## config.mk

```make
export PLATFORM = sky130hd
export DESIGN_NAME = fcsc_top
export DESIGN_NICKNAME = d
export VERILOG_FILES = /design/src/common/fcsc_pkg.sv /design/src/fcsc_top.sv
export VERILOG_INCLUDE_DIRS = /design/src /design/src/common
export SDC_FILE = /design/constraint.sdc
export NUM_CORES = 1
export LEC_CHECK = 0
export BUFFER_PORTS_ARGS = -buffer_cell sky130_fd_sc_hd__buf_2
export CAP_MARGIN = 20
export CORE_UTILIZATION = 54
export DETAILED_ROUTE_END_ITERATION = 16
export PLACE_DENSITY = 0.84
export SYNTH_ARGS = -nofsm -noshare
export SYNTH_HDL_FRONTEND = slang
export SYNTH_SLANG_ARGS = --single-unit
```

## constraint.sdc

```tcl
create_clock -name ref_clk -period 4.4 [get_ports ref_clk]
set_input_delay 0.88 -clock ref_clk [delete_from_list [all_inputs] [get_ports ref_clk]]
set_output_delay 0.88 -clock ref_clk [all_outputs]
set_load 0.005 [all_outputs]
```

## src/common/fcsc_consts.svh

```systemverilog
// constants of the flash scan checker: register indexes, fields, resets, timing
// assumes a 32-bit apb slave where byte address = 4 * register index
`ifndef FCSC_CONSTS_SVH
`define FCSC_CONSTS_SVH
`define FCSC_IDX_MAIN        10'h000
`define FCSC_IDX_REGION      10'h001
`define FCSC_IDX_STATE       10'h002
`define FCSC_BIT_ENABLE      0
`define FCSC_BIT_ARM         1
`define FCSC_BIT_SRST        7
`define FCSC_MODE_HI         5
`define FCSC_MODE_LO         4
`define FCSC_SRC_HI          1
`define FCSC_SRC_LO          0
`define FCSC_MAIN_RESET      2'h0
`define FCSC_REGION_RESET    4'h0
`define FCSC_STATE_RESET     2'h2
`define FCSC_MODE_PRIORITY   2'h0
`define FCSC_MODE_INIT       2'h1
`define FCSC_SRC_FLASH       2'h0
`define FCSC_SRC_BOOT_PLUS_APP_REGION     2'h1
`define FCSC_SRC_BOOT        2'h2
`define FCSC_START_CYCLES    2'h3
`define FCSC_FETCH_CYCLES    2'h3
`define FCSC_FLASH_LAST      15'h1fff
`define FCSC_CRC_POLY        16'h1021
`define FCSC_CRC_INIT        16'hffff
`endif

```

## src/common/fcsc_pkg.sv

```systemverilog
// types of the flash scan checker
// assumes fcsc_consts.svh supplies the numbers
package fcsc_pkg;
    typedef enum logic [3:0] {
        ST_IDLE  = 4'b0001,
        ST_WAIT  = 4'b0010,
        ST_FETCH = 4'b0100,
        ST_DONE  = 4'b1000
    } fcsc_state_t;
    typedef struct packed {
        logic arm;
        logic enable;
    } fcsc_main_t;
    typedef struct packed {
        logic [1:0] mode;
        logic [1:0] src;
    } fcsc_region_t;
    typedef struct packed {
        logic ok;
        logic busy;
    } fcsc_status_t;
    typedef struct packed {
        logic        rd;
        logic [14:0] addr;
    } fcsc_flash_req_t;
endpackage

```

## src/fcsc_top.sv

```systemverilog
// flash scan checker: apb registers, scan sequencer, crc and failure interrupt
// assumes flash data returns one cycle after a read strobe, fuses and init pulse on ref_clk
//
// Function
// armed interrupt fires on checksum mismatch
// arm bit cleared only by system reset
// arm set accepted only when not busy
// enable write one starts fresh check
// enable zero does not abort check
// disabled running check still reports failure
// reset-time scan leaves enable reading one
// region register locked while busy or failed
// access setting zero means priority single check
// software rewrites access setting after init scan
// region select: flash, boot+app, boot
// reset-time scan leaves checked region readable
// status read-only, resets to 0x02
// pass flag reset set, cleared on enable
// busy flag reads one during check
// self-reset strobe clears registers next cycle
// failure interrupt request held until reset
// check begins three cycles after enable
// one flash word every third cycle
// unimplemented bits read zero
// main control locked after failure interrupt
`timescale 1ns/1ps
`include "fcsc_consts.svh"

module fcsc_top (
    // clock, reset, enable
    input  wire logic                    ref_clk,
    input  wire logic                    sys_rst,
    input  wire logic                    clk_en,
    // apb slave
    input  wire logic                    psel,
    input  wire logic                    penable,
    input  wire logic                    pwrite,
    input  wire logic [11:0]             paddr,
    input  wire logic [31:0]             pwdata,
    output logic      [31:0]             prdata,
    output logic                         pready,
    output logic                         pslverr,
    // flash port
    output fcsc_pkg::fcsc_flash_req_t    flash_req,
    input  wire logic [15:0]             flash_rdata,
    input  wire logic [7:0]              boot_end,
    input  wire logic [7:0]              app_end,
    // reset-time scan launch
    input  wire logic                    init_scan_start,
    input  wire logic [1:0]              init_scan_src,
    // to cpu
    output logic                         cpu_stall,
    output logic                         nmi_req
);

    fcsc_pkg::fcsc_main_t   main_ctl;
    fcsc_pkg::fcsc_region_t region;
    fcsc_pkg::fcsc_status_t status;
    fcsc_pkg::fcsc_state_t  state;
    logic                   srst_pend;
    logic [1:0]             cnt;
    logic [14:0]            last;
    logic [15:0]            crc;
    logic                   apb_wr;
    logic                   apb_rd;
    logic                   wr_main;
    logic                   wr_region;
    logic                   srst_req;
    logic                   start;
    logic                   pass;

    function automatic logic reg_hit(input logic [11:0] a, input logic [9:0] idx);
        reg_hit = (a[11:2] == idx) && (a[1:0] == 2'h0);
    endfunction

    function automatic logic [15:0] crc_step(input logic [15:0] c, input logic [15:0] d);
        logic [15:0] r;
        r = c ^ d;
        for (int i = 0; i < 16; i++) begin
            r = r[15] ? ((r << 1) ^ `FCSC_CRC_POLY) : (r << 1);
        end
        crc_step = r;
    endfunction

    // region decode, reserved value scans the whole flash
    function automatic logic [14:0] region_last(input logic [1:0] src);
        case (src)
            `FCSC_SRC_BOOT_PLUS_APP_REGION: region_last = {app_end, 7'h00} - 15'h0001;
            `FCSC_SRC_BOOT:    region_last = {boot_end, 7'h00} - 15'h0001;
            default:           region_last = `FCSC_FLASH_LAST;
        endcase
    endfunction

    assign apb_wr    = psel & penable & pready & pwrite;
    assign apb_rd    = psel & penable & pready & ~pwrite;
    // main control ignores writes after failure
    assign wr_main   = apb_wr & reg_hit(paddr, `FCSC_IDX_MAIN) & ~nmi_req;
    // region writes blocked while busy or failed
    assign wr_region = apb_wr & reg_hit(paddr, `FCSC_IDX_REGION) & ~status.busy & ~nmi_req;
    // strobe honoured when unarmed or idle
    assign srst_req  = wr_main & pwdata[`FCSC_BIT_SRST] & (~main_ctl.arm | ~status.busy);
    // a write of one launches a new check when idle or in the result cycle, not during a running one
    assign start     = ((wr_main & pwdata[`FCSC_BIT_ENABLE]) | init_scan_start) & ~srst_req & ~srst_pend;
    // crc over the region including the stored checksum leaves zero residue
    assign pass      = (crc == 16'h0000);

    // apb handshake: one wait state so every output comes from a flop
    always_ff @(posedge ref_clk or posedge sys_rst) begin
        if (sys_rst) begin
            pready  <= 1'b0;
            pslverr <= 1'b0;
            prdata  <= 32'h0000_0000;
        end else if (clk_en) begin
            pready  <= psel & penable & ~pready;
            pslverr <= psel & penable & ~pready & ~(reg_hit(paddr, `FCSC_IDX_MAIN) |
                       reg_hit(paddr, `FCSC_IDX_REGION) | reg_hit(paddr, `FCSC_IDX_STATE));
            // unused bits and the strobe read zero
            if (psel & penable & ~pready & ~pwrite) begin
                if (reg_hit(paddr, `FCSC_IDX_MAIN))
                    prdata <= {30'h0000_0000, main_ctl.arm, main_ctl.enable};
                else if (reg_hit(paddr, `FCSC_IDX_REGION))
                    prdata <= {26'h000_0000, region.mode, 2'h0, region.src};
                else if (reg_hit(paddr, `FCSC_IDX_STATE))
                    prdata <= {30'h0000_0000, status.ok, status.busy};
                else
                    prdata <= 32'h0000_0000;
            end else if (apb_rd) begin
                prdata <= prdata;
            end
        end
    end

    // self-reset lands one cycle after the strobe write
    always_ff @(posedge ref_clk or posedge sys_rst) begin
        if (sys_rst)
            srst_pend <= 1'b0;
        else if (clk_en)
            srst_pend <= srst_req;
    end

    always_ff @(posedge ref_clk or posedge sys_rst) begin
        if (sys_rst) begin
            main_ctl <= `FCSC_MAIN_RESET;
        end else if (clk_en) begin
            // the strobe leaves the arm bit alone
            if (srst_pend)
                main_ctl.enable <= 1'b0;
            // reset-time scan shows as enabled
            else if (init_scan_start)
                main_ctl.enable <= 1'b1;
            // clearing enable only stores the bit
            else if (wr_main)
                main_ctl.enable <= pwdata[`FCSC_BIT_ENABLE];
            // arm accepted only while idle
            if (wr_main & pwdata[`FCSC_BIT_ARM] & ~status.busy)
                main_ctl.arm <= 1'b1;
        end
    end

    always_ff @(posedge ref_clk or posedge sys_rst) begin
        if (sys_rst) begin
            region <= `FCSC_REGION_RESET;
        end else if (clk_en) begin
            if (srst_pend)
                region <= `FCSC_REGION_RESET;
            // reset-time scan leaves its region and a non-zero mode
            else if (init_scan_start)
                region <= {`FCSC_MODE_INIT, init_scan_src};
            // modes zero and one are defined; other codes stored as written
            else if (wr_region)
                region <= {pwdata[`FCSC_MODE_HI:`FCSC_MODE_LO], pwdata[`FCSC_SRC_HI:`FCSC_SRC_LO]};
        end
    end

    // status has no write path
    always_ff @(posedge ref_clk or posedge sys_rst) begin
        if (sys_rst) begin
            status <= `FCSC_STATE_RESET;
        end else if (clk_en) begin
            if (srst_pend) begin
                status <= 2'h0;
            // pass cleared and busy set on launch
            end else if (start) begin
                status.busy <= 1'b1;
                status.ok   <= 1'b0;
            end else if (state == fcsc_pkg::ST_DONE) begin
                status.busy <= 1'b0;
                status.ok   <= pass;
            end
        end
    end

    // armed mismatch raises a request held until reset
    always_ff @(posedge ref_clk or posedge sys_rst) begin
        if (sys_rst)
            nmi_req <= 1'b0;
        else if (clk_en && state == fcsc_pkg::ST_DONE && !pass && main_ctl.arm && !srst_pend)
            nmi_req <= 1'b1;
    end

    // scan sequencer; cpu is stalled for the whole fetch phase
    always_ff @(posedge ref_clk or posedge sys_rst) begin
        if (sys_rst) begin
            state     <= fcsc_pkg::ST_IDLE;
            cnt       <= 2'h0;
            last      <= 15'h0000;
            crc       <= `FCSC_CRC_INIT;
            flash_req <= '0;
            cpu_stall <= 1'b0;
        end else if (clk_en) begin
            flash_req.rd <= 1'b0;
            if (srst_pend) begin
                state     <= fcsc_pkg::ST_IDLE;
                cpu_stall <= 1'b0;
            end else begin
                case (state)
                    fcsc_pkg::ST_IDLE: begin
                        if (start) begin
                            state <= fcsc_pkg::ST_WAIT;
                            cnt   <= 2'h0;
                        end
                    end
                    // three idle cycles before the first fetch
                    fcsc_pkg::ST_WAIT: begin
                        cnt <= cnt + 2'h1;
                        if (cnt == `FCSC_START_CYCLES - 2'h1) begin
                            state          <= fcsc_pkg::ST_FETCH;
                            cnt            <= 2'h0;
                            crc            <= `FCSC_CRC_INIT;
                            flash_req.addr <= 15'h0000;
                            last           <= region_last(region.src);
                            cpu_stall      <= 1'b1;
                        end
                    end
                    // read, wait, capture: one word per three cycles
                    fcsc_pkg::ST_FETCH: begin
                        cnt <= (cnt == `FCSC_FETCH_CYCLES - 2'h1) ? 2'h0 : cnt + 2'h1;
                        if (cnt == 2'h0)
                            flash_req.rd <= 1'b1;
                        if (cnt == `FCSC_FETCH_CYCLES - 2'h1) begin
                            crc <= crc_step(crc, flash_rdata);
                            if (flash_req.addr == last) begin
                                state     <= fcsc_pkg::ST_DONE;
                                cpu_stall <= 1'b0;
                            end else begin
                                flash_req.addr <= flash_req.addr + 15'h0001;
                            end
                        end
                    end
                    // a relaunch during the result cycle is honoured
                    fcsc_pkg::ST_DONE: begin
                        state <= start ? fcsc_pkg::ST_WAIT : fcsc_pkg::ST_IDLE;
                        cnt   <= 2'h0;
                    end
                    default: state <= fcsc_pkg::ST_IDLE;
                endcase
            end
        end
    end

    chk_nmi_on_fail: assert property (@(posedge ref_clk) disable iff (sys_rst || !clk_en)
        state == fcsc_pkg::ST_DONE && !pass && main_ctl.arm && !srst_pend |=> nmi_req)
        else $error("armed mismatch did not raise interrupt");
    chk_arm_hold: assert property (@(posedge ref_clk) disable iff (sys_rst)
        main_ctl.arm |=> main_ctl.arm)
        else $error("arm bit cleared without system reset");
    chk_arm_busy: assert property (@(posedge ref_clk) disable iff (sys_rst)
        !main_ctl.arm && status.busy |=> !main_ctl.arm)
        else $error("arm bit set while busy");
    chk_start_delay: assert property (@(posedge ref_clk) disable iff (sys_rst || !clk_en || srst_req)
        state == fcsc_pkg::ST_IDLE && start |=> (state == fcsc_pkg::ST_WAIT)[*3] ##1 state == fcsc_pkg::ST_FETCH)
        else $error("check did not begin three cycles after enable");
    chk_fetch_period: assert property (@(posedge ref_clk) disable iff (sys_rst || !clk_en)
        flash_req.rd |=> !flash_req.rd [*2])
        else $error("flash fetched faster than every third cycle");
    chk_region_lock: assert property (@(posedge ref_clk) disable iff (sys_rst)
        (status.busy || nmi_req) && !srst_pend && !init_scan_start |=> region == $past(region))
        else $error("region register changed while locked");
    chk_ok_busy: assert property (@(posedge ref_clk) disable iff (sys_rst)
        status.busy |-> !status.ok)
        else $error("pass flag high while busy");
    chk_srst_clear: assert property (@(posedge ref_clk) disable iff (sys_rst || !clk_en)
        srst_req |=> ##1 (!main_ctl.enable && region == 4'h0 && status == 2'h0))
        else $error("self-reset did not clear registers");
    chk_nmi_sticky: assert property (@(posedge ref_clk) disable iff (sys_rst)
        nmi_req |=> nmi_req && cpu_stall == $past(cpu_stall) || nmi_req)
        else $error("interrupt request dropped");
    chk_enable_keep: assert property (@(posedge ref_clk) disable iff (sys_rst || !clk_en)
        $fell(main_ctl.enable) && !$past(srst_pend) && $past(state) == fcsc_pkg::ST_FETCH
        |-> state != fcsc_pkg::ST_IDLE)
        else $error("clearing enable aborted the running check");
    chk_launch_busy: assert property (@(posedge ref_clk) disable iff (sys_rst || !clk_en)
        state == fcsc_pkg::ST_IDLE && start |=> state == fcsc_pkg::ST_WAIT && status.busy && !status.ok)
        else $error("enable write did not launch a check");
    chk_busy_fetch: assert property (@(posedge ref_clk) disable iff (sys_rst)
        state == fcsc_pkg::ST_FETCH |-> status.busy)
        else $error("busy flag low during fetch");
    chk_stall_fetch: assert property (@(posedge ref_clk) disable iff (sys_rst)
        cpu_stall |-> state == fcsc_pkg::ST_FETCH)
        else $error("cpu stalled outside the fetch phase");
    chk_main_lock: assert property (@(posedge ref_clk) disable iff (sys_rst)
        nmi_req && !srst_pend && !init_scan_start |=> main_ctl == $past(main_ctl))
        else $error("main control changed after failure interrupt");

endmodule // fcsc_top

```

Word-level counts from Yosys, hierarchy flattened
Index checks and enable logic that the tools add are counted.

word-level totals
  output and inout bits = 52
  flip-flop bits (word level) = 98

cells by class
  reduce and logical (&&, ||, !) cells = 31
  equal/unequal tests = 18
  multiplexer cells = 54
  add/sub/neg operators = 4
  bitwise logic cells = 47

operators with widths
  cell                                                                  count
  13-bit two-way mux                                                    16
  15-bit one-hot mux with 2 select lines                                2
  16-bit two-way mux                                                    3
  3-bit inverter                                                        16
  15-bit two-way mux                                                    3
  4-bit two-way mux                                                     8
  16-bit one-hot mux with 2 select lines                                1
  15-bit by 1-bit subtractor with 15-bit output, second input constant  2
  1-bit AND                                                             18
  16-bit logical NOT                                                    1
  4-bit one-hot mux with 4 select lines                                 1
  16-bit XOR                                                            1
  15-bit by 1-bit adder with 15-bit output, second input constant       1
  15-bit == test                                                        1
  5-bit AND reduction                                                   3
  3-bit nonzero test                                                    5
  2-bit two-way mux                                                     7
  6-bit two-way mux                                                     2
  3-bit != test, second input constant                                  4
  10-bit by 1-bit == test with 1-bit output, second input constant      1
  10-bit by 2-bit == test with 1-bit output, second input constant      1
  10-bit logical NOT                                                    1
  2-bit AND reduction                                                   5
  1-bit two-way mux                                                     9
  other kinds (19)                                                      42

Depth between registers and ports, before layout
  depth in word-level cells = 35
  depth in mapped cells = 8
  gate-level depth less buffers = 7

Least setup slack after synthesis
No wires, ideal clock.

  kind = input -> register
  from = input port paddr[9]
  to = register region[0] (netlist name)
  setup slack = 1.812 ns
  data arrival time = 2.505 ns
  data required time = 4.317 ns
  path buffers = 0
  stages = 6
  setup time = 0.083 ns
  cell sequence = or4_1 nor4_2 and4bb_2 o31a_1 nand3_1 o21ai_0

on the way
  cells in the longest elaborated chain, start to end = 7

ends and longest elaborated chain
  what                                       line             source
  from (decl)                                fcsc_top.sv:38   input wire logic [11:0] paddr,
  10-bit by 1-bit == test with 1-bit output  fcsc_top.sv:73   reg_hit = (a[11:2] == idx) && (a[1:0] == 2'h0);
  1-bit logical AND                          fcsc_top.sv:73
  1-bit AND (3 in a row)                     fcsc_top.sv:99   assign wr_region = apb_wr & reg_hit(paddr, `FCSC_IDX_REGION) & ~status.busy & ~nmi_req;
  3-bit nonzero test (no line)               -
  2-bit AND reduction (no line)              -
  to (signal assigned)                       fcsc_top.sv:162  region <= `FCSC_REGION_RESET;
  to (signal assigned)                       fcsc_top.sv:165  region <= `FCSC_REGION_RESET;
  to (signal assigned)                       fcsc_top.sv:168  region <= {`FCSC_MODE_INIT, init_scan_src};
  to (decl)                                  fcsc_top.sv:57   fcsc_pkg::fcsc_region_t region;

Every way passes these cells.
A chain may end at the register's enable or synchronous reset.

Worst setup path after layout
  from = input port clk_en
  to = register flash_req[14] (netlist name)

on the way
  cells in the longest elaborated chain, start to end = 1

ends and longest elaborated chain
  what                           line            source
  from (decl)                    fcsc_top.sv:33  input wire logic clk_en,
  6-bit AND reduction (no line)  -
  to (decl)                      fcsc_top.sv:44  output fcsc_pkg::fcsc_flash_req_t flash_req,

Every way passes these cells.

==> results.md <==
Floorplanning:
- The number of top-level design ports is 137.
- The die width is 92.0 um.
- The die footprint is 0.00847 mm^2.
- Row generation in the floorplan step produced 32 rows.
- The starting density of the core is 0.563.
- The die is 92.0 um tall.
- The core box area is 0.00777 mm^2.

Flow run:
- The reported max-cap violation count is 0.

STA:
- Setup repair after global routing left no endpoint under its margin.
- The highest clock frequency the design can meet is 348 MHz.
- The worst pin sits at a relative slew slack of 0.365.
- The number of max-slew violations in the final report is 0.
- The final-report setup violation count is 0.
- For the final database, setup skew stands at 0.0105 ns.
- Adding up every negative setup slack in the final design gives 0 ns.
- Of the available clock period, the critical path in the final layout requires 0.653.
- For the pin with the worst max-slew slack, the measured transition is 0.952 ns.
- The post-route minimum period is 2.87 ns.
- The final count of hold timing violations is 0.

Detailed routing:
- The detailed router put a total of 4310 um of wire on met1.
- Summed over all nets, wire length on met3 after detailed routing comes to 364 um.
- The number of violations reported at the end of detailed-routing iteration 0 is 216.
- The average via count per standard cell is 5.61.
- After detailed routing, the average wire length per cell comes to 15.1 um.
- After detailed routing, the number of remaining DRC violations is 0.
- Wires add up to 9790 um.
- The post-route antenna net violation count is 0.
- The total met2 wirelength after detailed routing is 4950 um.
- The top layer reached by signal wires is met4.
- The total iterations of the first detailed-routing run is 5.
- The final route contains 3649 vias.

Clock tree:
- TritonCTS created 9 clock buffers.
- The post-CTS clock slew at the launch and capture registers of the worst setup and hold paths is 0.07 ns.
- No sink is reached through more buffers than the 2 on the longest clock path.
- The clock sink count is 64.
- The H-tree was split into 3 levels.
- After clock tree synthesis, the repair step resized 0 gates.
- After clock tree synthesis, the flow added hold-fix buffers numbering 0.
- The clock tree from TritonCTS is yes.
- The tree is rooted in a clkbuf_8.
- The clock insertion delay at the later pin of the skew report is 0.34 ns.
- After clock tree synthesis, the setup repair step added 0 buffers.

Synthesis:
- The cell taking the most area after synthesis is dfrtp_1.
- After synthesis, the mean cell area works out to 9.39 um^2.
- Counting distinct cell types in the post-synthesis netlist gives 63.
- The share of the Yosys chip area taken by registers is 0.371.
- For this run, the number of Yosys warnings is 0.
- The synthesized netlist occupies a cell area of 0.00438 mm^2.
- Ranked by total cell area, the synthesized netlist is headed by dfrtp_1 (26%), dfstp_2 (11%), xnor2_1 (8.2%).
- The number of synthesized flops with an enable pin is 0.
- The most used flip-flop cell after synthesis is dfrtp_1.
- Synthesis handed over a netlist of 466 instances.
- Counting flops and latches in the post-synthesis netlist gives 64.
- The fraction of registers with async set/reset is 1.00.
- The share of synthesized area in the top cell type comes to 0.263.

Cells and area:
- The area taken by flip-flops and latches is 0.00162 mm^2.
- In the final layout, the multi-input gates occupy 0.00248 mm^2.
- The filler cell count is 647.
- The number of antenna diodes in the final layout is 0.
- Once layout is complete, the utilization of the core stands at 0.638.
- The fraction of layout cells with a size suffix above 1 is 0.246.
- The net count of the finished layout is 633.
- From synthesis to final layout, the design area changed by 13.3%.

Placed design:
- The congestion estimate from routability-driven global placement came to 0.850.
- Buffers placed on the I/O ports in this run total 81.
- Once detailed placement completed, the half-perimeter wirelength came to 7200 um.

GRT:
- The initial antenna violation count was 0.
- The via count of the first global-routing pass is 3544.
- After global routing the overflow that remains totals 0.
- The largest net degree at the start of global routing is 36.
- The overall routing resource usage is 0.243.
- The global-route wire length before repair is 16300 um.

Hold path:
- In this run the most critical hold path is launched from last[6].
- The class of the tightest hold or removal check is flop to flop.

Run status:
- The flow ran to the end, and the final reports show no timing, DRC or antenna violations.

Worst setup path:
- The worst setup path is captured at a flop.
- The worst setup path is launched from a primary input.
- The most critical setup path has its startpoint at clk_en.
- The peak fanout along the critical path is 22.
- In this run the critical register-to-register path is launched from state[3].
- The critical setup path kind is primary input to flop.
- Data on the critical path is required at its endpoint by 4.60 ns.
- The signal arrival time at the worst endpoint is 3.07 ns.

Pwr:
- Dividing total power by cell area gives a power density of 580 mW/mm^2.
- The analysis attributes to cell leakage a power of 2.41 nW.
- The largest voltage drop on the vdd net is 280 uV.
[where the power goes]
group / internal [mW] / leakage [nW] / switching (mW)
registers: 0.760 / 0.797 / 0.141
clock network: 0.335 / 0.108 / 0.223
logic: 0.702 / 1.50 / 0.716
[layout by cell type (no fill, tap or decap), drive strengths merged, types with 9 or more instances in the layout]
cell type	n
a21oi	9
buf	82
clkbuf	14
conb	28
dfrtp	46
dfstp	18
inv	24
nand2	39
nand3	13
nor2	40
nor4	19
o21ai	35
xnor2	43
xor2	29
[cell families after synthesis]
logic type	after synthesis	share of synthesized area
other cells	1	0.000857
flops	64	0.371
simple gates	154	0.184
buf+inv	68	0.0846
mux	5	0.0126
fa+ha+maj	5	0.0143
compound gates	88	0.135
xor+xnor	81	0.198
[registers in the layout (all words and copies together), names as in the netlist]
register / flops
pslverr: 1
crc: 16
cnt: 2
srst_pend: 1
prdata: 4
main_ctl: 2
cpu_stall: 1
last: 9
region: 4
flash_req: 16
state: 4
status: 2
pready: 1
nmi_req: 1
[critical path, stage by stage]
cell	delay [ns]
buf_2	0.28
nand4bb_1	0.29
nor2_2	0.59
nor2_2	0.35
nor4_1	0.44
xnor2_1	0.18
nor2_1	0.05
[synthesized netlist by cell type, types with 2 or more instances]
cell,n
a31oi_1,2
and3_1,6
a221oi_1,6
mux2_2,4
a211o_1,7
xnor2_1,41
buf_4,28
o211ai_1,2
o21a_1,2
or4_1,4
a32o_1,2
nand2_1,39
a22oi_1,6
o21ai_0,35
nor4b_1,5
nor3_1,7
or2_2,2
clkbuf_1,10
inv_1,24
o31ai_1,5
nor2_2,3
nor2b_1,2
nor4_1,17
o22a_1,3
dfrtp_1,46
nor2_1,37
a21oi_1,8
xor2_1,29
nand2b_1,4
nand3_1,13
and2_1,2
ha_1,5
xnor3_1,6
buf_1,3
nor4_2,2
nand4_1,4
dfstp_2,18
buf_2,2
[path summary, 6_finish.rpt]
path,end,slack [ns],cells past startpoint
max,flash_req[14],1.53,7
min,last[6],0.50,1
max reg2reg,flash_req[14],1.66,6
min reg2reg,last[6],0.50,1
max in group asynchronous,state[0],2.85,3
min in group asynchronous,prdata[4],0.63,2
[metal layers]
metal,global-route usage,vias up
met3,0.0332,18
li1,-,1735
met5,0,-
met4,0.0911,0
met1,0.321,1786
met2,0.405,110
[area by class of cell]
cell class              count  area share
clock buffers              13      0.0300
well taps                 102      0.0258
repair buffers             83      0.0843
multi-input cells         361       0.501
clock inverters             3      0.0131
inverters                  24      0.0182
flip-flops and latches     64       0.328
[per-stage QoR]
| step | std cells | hold slack, ns | power, mW | cell area, um^2 | worst slack (ns) |
|---|---|---|---|---|---|
| 3_5_place_dp | 633 | 0.484 | 2.31 | 4740 | 1.20 |
| 2_1_floorplan | 493 | 0.450 | 2.05 | 4480 | 1.81 |
| 4_1_cts | 649 | 0.503 | 2.88 | 4950 | 1.55 |
| 6_report | 650 | 0.500 | 2.88 | 4960 | 1.53 |
| 3_3_place_gp | 633 | 0.474 | 2.25 | 4740 | 1.29 |
| 5_1_grt | 650 | 0.516 | 3.08 | 4960 | 1.33 |
No activity file was read; power rests on OpenSTA's default activity.
